$ cat src/verilog/pin_mux_pkg.sv
`default_nettype none
package pin_mux_pkg;
  localparam int unsigned PORT_W = 8;
  localparam int unsigned ADDR_W = 8;
  localparam int unsigned ST_W   = 9;
  localparam int unsigned ALT_W  = 5;

  localparam logic [ADDR_W-1:0] A_DATA_A = 8'h00;
  localparam logic [ADDR_W-1:0] A_DATA_B = 8'h04;
  localparam logic [ADDR_W-1:0] A_DATA_C = 8'h08;
  localparam logic [ADDR_W-1:0] A_DIR_A  = 8'h0c;
  localparam logic [ADDR_W-1:0] A_DIR_B  = 8'h10;
  localparam logic [ADDR_W-1:0] A_DIR_C  = 8'h14;
  localparam logic [ADDR_W-1:0] A_ALT    = 8'h18;
  localparam logic [ADDR_W-1:0] A_OPTION = 8'h1c;
  localparam logic [ADDR_W-1:0] A_STATUS = 8'h20;
  localparam logic [ADDR_W-1:0] A_MASK   = 8'h24;

  // Alternate function select bits
  localparam int unsigned ALT_SPI  = 0;
  localparam int unsigned ALT_AN3  = 1;
  localparam int unsigned ALT_AN4  = 2;
  localparam int unsigned ALT_CAP1 = 3;
  localparam int unsigned ALT_CAP2 = 4;

  // Option register: edge-only sensitivity of the main pin
  localparam int unsigned OPT_EDGE = 0;
  localparam logic        OPT_RST  = 1'b0;

  // Status and mask layout
  localparam int unsigned ST_MAIN = 0;
  localparam int unsigned ST_X1   = 1;
  localparam int unsigned ST_X2   = 2;
  localparam int unsigned ST_X3   = 3;
  localparam int unsigned ST_KB   = 4;
  localparam int unsigned KB_N    = 5;

  // Port A line roles
  localparam int unsigned LA_X1 = 0;
  localparam int unsigned LA_X2 = 1;
  localparam int unsigned LA_X3 = 2;
  localparam int unsigned LA_KB = 3;

  // Port C line roles
  localparam int unsigned PC_SPI  = 0;
  localparam int unsigned SPI_N   = 4;
  localparam int unsigned PC_AN3  = 4;
  localparam int unsigned PC_AN4  = 5;
  localparam int unsigned PC_CAP1 = 6;
  localparam int unsigned PC_CAP2 = 7;

  localparam logic [PORT_W-1:0] DIR_RST  = 8'h00;
  localparam logic [PORT_W-1:0] DATA_RST = 8'h00;
  localparam logic [SPI_N-1:0]  SPI_IDLE = 4'h8;

  typedef struct packed {
    logic [PORT_W-1:0] out;
    logic [PORT_W-1:0] oe;
  } pins_s;

  typedef struct packed {
    logic [SPI_N-1:0] out;
    logic [SPI_N-1:0] oe;
  } spi_pins_s;
endpackage
`default_nettype wire

$ cat src/verilog/pin_sync_edge.sv
`timescale 1ns/1ps
`default_nettype none
module pin_sync_edge #(
  parameter int unsigned W = 25
) (
  input  wire logic         clk,
  input  wire logic         sys_rst,
  input  wire logic [W-1:0] pin,
  output logic      [W-1:0] lvl,
  output logic      [W-1:0] rise,
  output logic      [W-1:0] fall
);
  typedef struct packed {
    logic [W-1:0] s1;
    logic [W-1:0] s2;
    logic [W-1:0] s3;
  } sync_s;

  sync_s r;
  sync_s next_r;

  // Stage one is read only by stage two
  always_comb begin
    next_r    = r;
    next_r.s1 = pin;
    next_r.s2 = r.s1;
    next_r.s3 = r.s2;
  end

  always_ff @(posedge clk or posedge sys_rst) begin
    if (sys_rst) begin
      r <= '{default: '1};
    end else begin
      r <= next_r;
    end
  end

  assign lvl  = r.s2;
  assign rise = r.s2 & ~r.s3;
  assign fall = ~r.s2 & r.s3;
endmodule
`default_nettype wire

$ cat src/verilog/port_pin_sharing_and_ext_irq.sv
// Design decisions made here: the address map and the APB register port.
`timescale 1ns/1ps
`default_nettype none
// Functional notes
// - All port lines reset to input
// - Serial clock on port C line zero
// - Serial data pins become port C one, two
// - Slave select becomes port C three
// - Only third, fourth analog inputs reassignable
// - First capture from pin, else line six
// - Second capture from pin, else line seven
// - First, second extra interrupts: falling edge only
// - Third extra interrupt: both edges
// - Extra and keyboard interrupts share port A
// - Main pin has two sensitivities by option
// - Option one: falling edge; zero: level too
// - Option register written once after reset
module port_pin_sharing_and_ext_irq
  import pin_mux_pkg::*;
(
  input  wire logic              clk,
  input  wire logic              sys_rst,
  input  wire logic              psel,
  input  wire logic              penable,
  input  wire logic              pwrite,
  input  wire logic [ADDR_W-1:0] paddr,
  input  wire logic [31:0]       pwdata,
  output logic      [31:0]       prdata,
  output logic                   pready,
  output logic                   pslverr,
  output logic                   irq,
  input  wire logic [PORT_W-1:0] port_a_lines_in,
  output logic      [PORT_W-1:0] port_a_lines_out,
  output logic      [PORT_W-1:0] port_a_lines_oe,
  input  wire logic [PORT_W-1:0] port_b_lines_in,
  output logic      [PORT_W-1:0] port_b_lines_out,
  output logic      [PORT_W-1:0] port_b_lines_oe,
  input  wire logic [PORT_W-1:0] port_c_lines_in,
  output logic      [PORT_W-1:0] port_c_lines_out,
  output logic      [PORT_W-1:0] port_c_lines_oe,
  input  wire logic              main_irq_pin_n,
  input  wire spi_pins_s         spi_pins,
  output logic      [SPI_N-1:0]  spi_pin_in,
  output logic                   capture_input_first,
  output logic                   capture_input_second
);
  localparam int unsigned SW = 3 * PORT_W + 1;

  typedef struct packed {
    logic [PORT_W-1:0] data_a;
    logic [PORT_W-1:0] data_b;
    logic [PORT_W-1:0] data_c;
    logic [PORT_W-1:0] dir_a;
    logic [PORT_W-1:0] dir_b;
    logic [PORT_W-1:0] dir_c;
    logic [ALT_W-1:0]  alt;
    logic              opt_edge;
    logic              opt_locked;
    logic [ST_W-1:0]   status;
    logic [ST_W-1:0]   mask;
    logic [31:0]       prdata;
    logic              pready;
    logic              pslverr;
    logic              irq;
    pins_s             pa;
    pins_s             pb;
    pins_s             pc;
    logic [SPI_N-1:0]  spi_in;
    logic              cap1;
    logic              cap2;
  } state_s;

  state_s r;
  state_s next_r;

  logic [SW-1:0]     s_lvl;
  logic [SW-1:0]     s_rise;
  logic [SW-1:0]     s_fall;
  logic [PORT_W-1:0] a_lvl;
  logic [PORT_W-1:0] b_lvl;
  logic [PORT_W-1:0] c_lvl;
  logic [PORT_W-1:0] a_rise;
  logic [PORT_W-1:0] a_fall;
  logic              main_lvl;
  logic              main_fall;

  // All pins, main pin included, cross in through two flops
  pin_sync_edge #(
    .W (SW)
  ) u_sync (
    .clk     (clk),
    .sys_rst (sys_rst),
    .pin     ({main_irq_pin_n, port_c_lines_in,
               port_b_lines_in, port_a_lines_in}),
    .lvl     (s_lvl),
    .rise    (s_rise),
    .fall    (s_fall)
  );

  assign a_lvl     = s_lvl[PORT_W-1:0];
  assign b_lvl     = s_lvl[2*PORT_W-1:PORT_W];
  assign c_lvl     = s_lvl[3*PORT_W-1:2*PORT_W];
  assign a_rise    = s_rise[PORT_W-1:0];
  assign a_fall    = s_fall[PORT_W-1:0];
  assign main_lvl  = s_lvl[SW-1];
  assign main_fall = s_fall[SW-1];

  logic              setup;
  logic              wr;
  logic [ST_W-1:0]   ev;
  logic [ST_W-1:0]   clr;
  logic [PORT_W-1:0] rd_a;
  logic [PORT_W-1:0] rd_b;
  logic [PORT_W-1:0] rd_c;

  always_comb begin
    next_r = r;
    setup  = psel & ~penable;
    // Write lands only on the access edge the slave answers
    wr     = psel & penable & r.pready & pwrite;
    clr    = '0;
    ev     = '0;
    // Inputs read the pin, outputs read back the latch
    rd_a   = (r.dir_a & r.data_a) | (~r.dir_a & a_lvl);
    rd_b   = (r.dir_b & r.data_b) | (~r.dir_b & b_lvl);
    rd_c   = (r.dir_c & r.data_c) | (~r.dir_c & c_lvl);

    // Interrupt sources on port A lines
    ev[ST_X1] = a_fall[LA_X1];
    ev[ST_X2] = a_fall[LA_X2];
    ev[ST_X3] = a_fall[LA_X3] | a_rise[LA_X3];
    ev[ST_KB +: KB_N] = a_fall[LA_KB +: KB_N];
    // Level mode keeps re-setting while the pin stays low
    if (r.opt_edge) begin
      ev[ST_MAIN] = main_fall;
    end else begin
      ev[ST_MAIN] = main_fall | ~main_lvl;
    end

    // Register bus, zero wait states
    next_r.pready  = 1'b0;
    next_r.pslverr = 1'b0;
    if (setup) begin
      next_r.pready = 1'b1;
      next_r.prdata = '0;
      unique case (paddr)
        A_DATA_A: next_r.prdata[PORT_W-1:0] = rd_a;
        A_DATA_B: next_r.prdata[PORT_W-1:0] = rd_b;
        A_DATA_C: next_r.prdata[PORT_W-1:0] = rd_c;
        A_DIR_A:  next_r.prdata[PORT_W-1:0] = r.dir_a;
        A_DIR_B:  next_r.prdata[PORT_W-1:0] = r.dir_b;
        A_DIR_C:  next_r.prdata[PORT_W-1:0] = r.dir_c;
        A_ALT:    next_r.prdata[ALT_W-1:0]  = r.alt;
        A_OPTION: next_r.prdata[OPT_EDGE]   = r.opt_edge;
        A_STATUS: next_r.prdata[ST_W-1:0]   = r.status;
        A_MASK:   next_r.prdata[ST_W-1:0]   = r.mask;
        default:  next_r.pslverr = 1'b1;
      endcase
    end
    if (wr) begin
      unique case (paddr)
        A_DATA_A: next_r.data_a = pwdata[PORT_W-1:0];
        A_DATA_B: next_r.data_b = pwdata[PORT_W-1:0];
        A_DATA_C: next_r.data_c = pwdata[PORT_W-1:0];
        A_DIR_A:  next_r.dir_a  = pwdata[PORT_W-1:0];
        A_DIR_B:  next_r.dir_b  = pwdata[PORT_W-1:0];
        A_DIR_C:  next_r.dir_c  = pwdata[PORT_W-1:0];
        A_ALT:    next_r.alt    = pwdata[ALT_W-1:0];
        A_OPTION: begin
          // Later writes are dropped silently, no error
          if (!r.opt_locked) begin
            next_r.opt_edge   = pwdata[OPT_EDGE];
            next_r.opt_locked = 1'b1;
          end
        end
        A_STATUS: clr         = pwdata[ST_W-1:0];
        A_MASK:   next_r.mask = pwdata[ST_W-1:0];
        default:  ;
      endcase
    end
    // New event wins over a same-cycle clear
    next_r.status = (r.status & ~clr) | ev;
    next_r.irq    = |(next_r.status & next_r.mask);

    // Pin drive, plain port use first
    next_r.pa.out = r.data_a;
    next_r.pa.oe  = r.dir_a;
    next_r.pb.out = r.data_b;
    next_r.pb.oe  = r.dir_b;
    next_r.pc.out = r.data_c;
    next_r.pc.oe  = r.dir_c;
    // Serial unit owns the four low lines as one group
    if (r.alt[ALT_SPI]) begin
      next_r.pc.out[PC_SPI +: SPI_N] = spi_pins.out;
      next_r.pc.oe[PC_SPI +: SPI_N]  = spi_pins.oe;
      next_r.spi_in = c_lvl[PC_SPI +: SPI_N];
    end else begin
      next_r.spi_in = SPI_IDLE;
    end
    // Converter and capture inputs: digital driver kept off the pin
    if (r.alt[ALT_AN3]) begin
      next_r.pc.out[PC_AN3] = 1'b0;
      next_r.pc.oe[PC_AN3]  = 1'b0;
    end
    if (r.alt[ALT_AN4]) begin
      next_r.pc.out[PC_AN4] = 1'b0;
      next_r.pc.oe[PC_AN4]  = 1'b0;
    end
    if (r.alt[ALT_CAP1]) begin
      next_r.pc.out[PC_CAP1] = 1'b0;
      next_r.pc.oe[PC_CAP1]  = 1'b0;
    end
    if (r.alt[ALT_CAP2]) begin
      next_r.pc.out[PC_CAP2] = 1'b0;
      next_r.pc.oe[PC_CAP2]  = 1'b0;
    end
    next_r.cap1 = r.alt[ALT_CAP1] & c_lvl[PC_CAP1];
    next_r.cap2 = r.alt[ALT_CAP2] & c_lvl[PC_CAP2];
  end

  always_ff @(posedge clk or posedge sys_rst) begin
    if (sys_rst) begin
      r            <= '0;
      r.data_a     <= DATA_RST;
      r.data_b     <= DATA_RST;
      r.data_c     <= DATA_RST;
      r.dir_a      <= DIR_RST;
      r.dir_b      <= DIR_RST;
      r.dir_c      <= DIR_RST;
      r.opt_edge   <= OPT_RST;
      r.spi_in     <= SPI_IDLE;
    end else begin
      r <= next_r;
    end
  end

  assign prdata               = r.prdata;
  assign pready               = r.pready;
  assign pslverr              = r.pslverr;
  assign irq                  = r.irq;
  assign port_a_lines_out     = r.pa.out;
  assign port_a_lines_oe      = r.pa.oe;
  assign port_b_lines_out     = r.pb.out;
  assign port_b_lines_oe      = r.pb.oe;
  assign port_c_lines_out     = r.pc.out;
  assign port_c_lines_oe      = r.pc.oe;
  assign spi_pin_in           = r.spi_in;
  assign capture_input_first  = r.cap1;
  assign capture_input_second = r.cap2;
endmodule
`default_nettype wire

$ cat config.mk
export PLATFORM = sky130hd
export DESIGN_NAME = port_pin_sharing_and_ext_irq
export DESIGN_NICKNAME = d
export VERILOG_FILES = /design/src/verilog/pin_mux_pkg.sv /design/src/verilog/pin_sync_edge.sv /design/src/verilog/port_pin_sharing_and_ext_irq.sv
export SDC_FILE = /design/constraint.sdc
export NUM_CORES = 1
export LEC_CHECK = 0
export BUFFER_PORTS_ARGS = -buffer_cell sky130_fd_sc_hd__buf_2
export CORE_MARGIN = 3
export CORE_UTILIZATION = 40
export CTS_CLUSTER_DIAMETER = 200
export DETAILED_ROUTE_END_ITERATION = 6
export GPL_TIMING_DRIVEN = 0
export HOLD_SLACK_MARGIN = 0.08
export PLACE_DENSITY_LB_ADDON = 0.1
export SLEW_MARGIN = 25
export SYNTH_ARGS = -nofsm -noshare
export SYNTH_HDL_FRONTEND = slang
export SYNTH_HIERARCHICAL = 1
export SYNTH_SLANG_ARGS = --single-unit
$ cat constraint.sdc
create_clock -name clk -period 7.55 [get_ports clk]
set_input_delay 0 -clock clk [delete_from_list [all_inputs] [get_ports clk]]
set_output_delay 0 -clock clk [all_outputs]
set_load 0.02 [all_outputs]
# Word-level counts from Yosys, hierarchy flattened
# Cells that the tools add are included.
totals:
  ff_bits: 214
  in_bits: 78
  wordCells: 101
op_classes:
  eq_ne: 9
  muxes: 22
  bitwise: 31
  n_reduce_logical: 12
ops:
  columns: ["operator", "n"]
  rows:
  - ["AND 8 bit", 6]
  - ["2-to-1 mux 9 bit", 4]
  - ["case mux 4 bit (9 select lines)", 1]
  - ["equality test 8 x 5 -> 1 bit (second input constant)", 4]
  - ["AND 25 bit", 1]
  - ["inverter 25 bit", 1]
  - ["inverter 8 bit", 3]
  - ["OR 8 bit", 3]
  - ["case mux 3 bit (8 select lines)", 1]
  - ["AND 9 bit", 2]
  - ["equality test 8 x 4 -> 1 bit (second input constant)", 2]
  - ["equality test 8 x 6 -> 1 bit (second input constant)", 2]
  - ["AND reduction 2 bit", 8]
  - ["2-to-1 mux 4 bit", 3]
  - ["2-to-1 mux 1 bit", 10]
  - ["case mux 1 bit (10 select lines)", 1]
  - ["OR reduction 10 bit", 1]
  - ["inverter 9 bit", 1]
  - ["OR 9 bit", 1]
  - ["OR reduction 9 bit", 1]
  - ["equality test 8 x 3 -> 1 bit (second input constant)", 1]
  - ["logical NOT 8 bit", 1]
  - ["AND 1 bit", 6]
  - ["AND 3 bit", 1]
  - ["other kinds (6)", 9]

# Logic depth before layout (Yosys ltp)
depth:
  depth_word: 9
  ltp_mapped: 9
  depth_no_buf: 6

# By module
# The synthesis kept the hierarchy.
by_module_without_submodules:
  columns: ["module", "instances", "cells_each", "area_per_inst_um2"]
  rows:
  - ["port_pin_sharing_and_ext_irq", 1, 528, 6433.7]
  - ["pin_sync_edge", 1, 151, 2600.0]

# Least setup slack after synthesis
# OpenSTA, ideal clock, no wires.
synth_path:
  path_type: "register to register"
  from: "register r (netlist bit pready)"
  to: "register r (netlist bit irq)"
  arrival_ps: 2373
  required_ps: 7415
  path_slack_ps: 5042
  path_stages_with_launch: 7
  synth_period_minus_slack_ps: 2508
  cell_sequence: "dfrtp_1 -> nand4_1 -> nor3_4 -> mux2_2 -> a22o_4 -> a311oi_1 -> nand4_1"
synth_lines:
  columns: ["element", "line", "text"]
  rows:
  - ["start: declaration", "port_pin_sharing_and_ext_irq.sv:73", "state_s r;"]
  - ["start signal: assignment", "port_pin_sharing_and_ext_irq.sv:233", "r <= next_r;"]

==> impl_metrics.csv <==
group,metric,value,unit
drt,vias_per_cell,4.81,
floorplanning,core,19800,um2
worst_setup_path,cp_max_fo,9,
synth,synth_area,8260,um2
worst_setup_path,crit_slowest_cell,"nor3_4",
cts,clockRootBuffer,"clkbuf_16",
floorplanning,placementRows,51,
worst_setup_path,cp.arrival,3.25,ns
pwr,p_int,1.69,mW
pwr,pwr-share-comb,0.066,
cts,clk_pin_slew,0.07,ns
synth,postSynthCellCount,623,
sta,slew_violations,0,
drt,wire_per_inst,18.6,um
grt,grt_pass1_vias,5578,
synth,yosysWarnings,6,
synth,syn_avg_cell_area,13.3,um2
placed_design,dp_slack,4.58,ns
sta,timing.setup.tns,0,ns
floorplanning,ios,167,
worst_setup_path,startpoint_type,"flop",
sta,rsz0062_at_grt,"no",
drt,drt_iter0_drc,321,
floorplanning,die_h,150,um
cts,cts.sinks,198,
worst_setup_path,cp_cell_sequence,"nand4_1 -> nor3_4 -> mux2_2 -> a22o_4 -> a311oi_1 -> nand4_1",
sta,timing.slew.headroom,0.357,
worst_setup_path,crit_buf_inv,0,
sta,clock_skew,0.00776,ns
grt,antenna_found_initial,2,
floorplanning,start_util,0.416,
min_path,min_path_type,"input pin to flop",
pwr,p_switching,0.512,mW
worst_setup_path,crit_family,"simple AND/OR/NAND/NOR gates",
pwr,ir_worst_vdd,0.132,mV
grt,grt.total_usage,0.193,
finish,instances_no_fill,1108,
sta,setup_viol,0,
cts,tritoncts,"yes",
floorplanning,die_w,150,um
pwr,p_per_area,211,nW/um2
grt,grt_pass1_wl,32300,um
pwr,switching_share,0.233,
drt,num_vias,5333,
grt,grt_overflow,0,
status,status,"completed",
run,cap_viol_max_count,0,
placed_design,gp_congestion,0.884,
drt,drt-pass1-iter-count,4,
cts,clockBufferDepth,2,
worst_setup_path,max_stage_delay,0.75,ns
sta,fin_crit,2.95,ns
placed_design,place_inst,1029,
placed_design,place_hpwl,14300,um
placed_design,io_buffers,117,
worst_setup_path,crit_type,"flop to flop",
finish,fillCellCount,1729,
sta,hold_viol,0,
sta,hold_ws,0.121,ns
finish,area_delta_synth_final,26.0,%
sta,worstMarginPinSlew,0.956,ns
grt,grt_max_degree,73,
sta,fin_ws,4.60,ns
sta,max_freq,339,MHz
cts,clk_latency,0.44,ns
pwr,leakagePower,5.16,nW
cts,cts_buffers,17,
worst_setup_path,required,7.85,ns
worst_setup_path,path_common_cell,"nand4_1",
cts,htreeDepth,4,
finish,drive_above_1_share,0.502,
drt,ant_nets,0,
drt,drc_errors,0,
sta,min_period_over_period,0.391,
drt,routed_wl,20700,um
pwr,clkPwrFrac,0.433,
finish,fin_nets,907,
pwr,seq_power_share,0.501,
floorplanning,dieArea,22400,um2
worst_setup_path,end_kind,"flop",
## state kept, by name, summed over array words and instances, names as in the netlist, 8 cells and up
signal	count
prdata	9
port_c_lines_out	8
u_sync/next_r	25
port_b_lines_oe	8
u_sync/lvl	25
port_c_lines_oe	8
next_r	32
r	41
u_sync/r	9
port_b_lines_out	8
port_a_lines_oe	8
port_a_lines_out	8
## power by group through the flow
stage | Sequential [mW] | Combinational (mW) | Clock (mW)
3_5_place_dp | 1.12 | 0.128 | 0
3_3_place_gp | 1.12 | 0.123 | 0
5_1_grt | 1.10 | 0.159 | 1.03
6_report | 1.10 | 0.145 | 0.953
4_1_cts | 1.10 | 0.147 | 0.980
2_1_floorplan | 1.12 | 0.0776 | 0
## repair_timing
item	4_1_cts	5_1_grt
setup endpoints to repair	0	0
setup buffers	0	0
endpoints found under the hold margin	183	0
hold buffers	46	0
gates resized for setup	0	0
## layer usage
layer | track usage | vias to the layer above | routed length [um]
met4 | 0.0677 | 2 | 407
li1 | - | 2463 | -
met2 | 0.312 | 179 | 9910
met3 | 0.0454 | 26 | 1230
met5 | 0 | - | 13
met1 | 0.255 | 2663 | 9090
## final cells by class
class                      count  area, um2  share of cell area
sequential                   198       5030               0.483
multi-input combinational    310       2380               0.229
timing repair buffer         165       1090               0.105
buffer                       130        917              0.0881
clock buffer                  18        429              0.0412
tap                          265        332              0.0319
clock inverter                14        190              0.0183
inverter                       7       36.3             0.00349
antenna                        1       2.50            0.000240
## cells in the final DEF (no fill, tap or decap), drive strengths merged, types with 2 or more instances in the layout
cell type    instances
nand2               16
conb                23
or4b                 3
inv                 12
o21ai               17
nand4                9
a22oi                7
nor2                24
dfrtp              138
or2                  3
mux2i               22
dlygate4sd3         46
buf                235
o211ai               2
and2b               10
bufinv               3
a22o                 2
clkinv               6
a21o                 3
nor3b                2
mux2                72
nand2b               5
nor4                 7
a21oi               13
or3                  2
nor3                 7
a31oi                5
dfstp               60
a211o                2
o22ai                6
clkbuf              32
a221oi               9
nand3                7
and2                 8
nor2b                9
## metrics by stage
| step | total power, mW | instance area, um2 | utilization |
|---|---|---|---|
| finish | 2.20 | 10400 | 0.524 |
| global route | 2.29 | 10400 | 0.524 |
| CTS | 2.23 | 10400 | 0.524 |
| detailed placement | 1.25 | 9330 | 0.470 |
| global placement | 1.24 | 9260 | 0.467 |
| floorplan | 1.20 | 8350 | - |
## worst min-delay path: stages
cell and delay [ns]:
buf_2 0.16, nor4b_2 0.12, nand4_1 0.11, a21o_1 0.13
## final timing paths
check / start / end / slack, ns / depth (start not counted)
max: pready$_DFF_PP0_ / irq$_DFF_PP0_ / 4.60 / 6
min: paddr[4] / r[100]$_DFF_PP0_ / 0.12 / 4
max reg2reg: pready$_DFF_PP0_ / irq$_DFF_PP0_ / 4.60 / 6
min reg2reg: u_sync/next_r[45]$_DFF_PP1_ / u_sync/lvl[20]$_DFF_PP1_ / 0.35 / 0
max in group asynchronous: sys_rst / port_a_lines_oe[3]$_DFF_PP0_ / 6.63 / 4
min in group asynchronous: sys_rst / capture_input_first$_DFF_PP0_ / 0.17 / 3
Note: power is estimated with default switching activity, not from simulation.
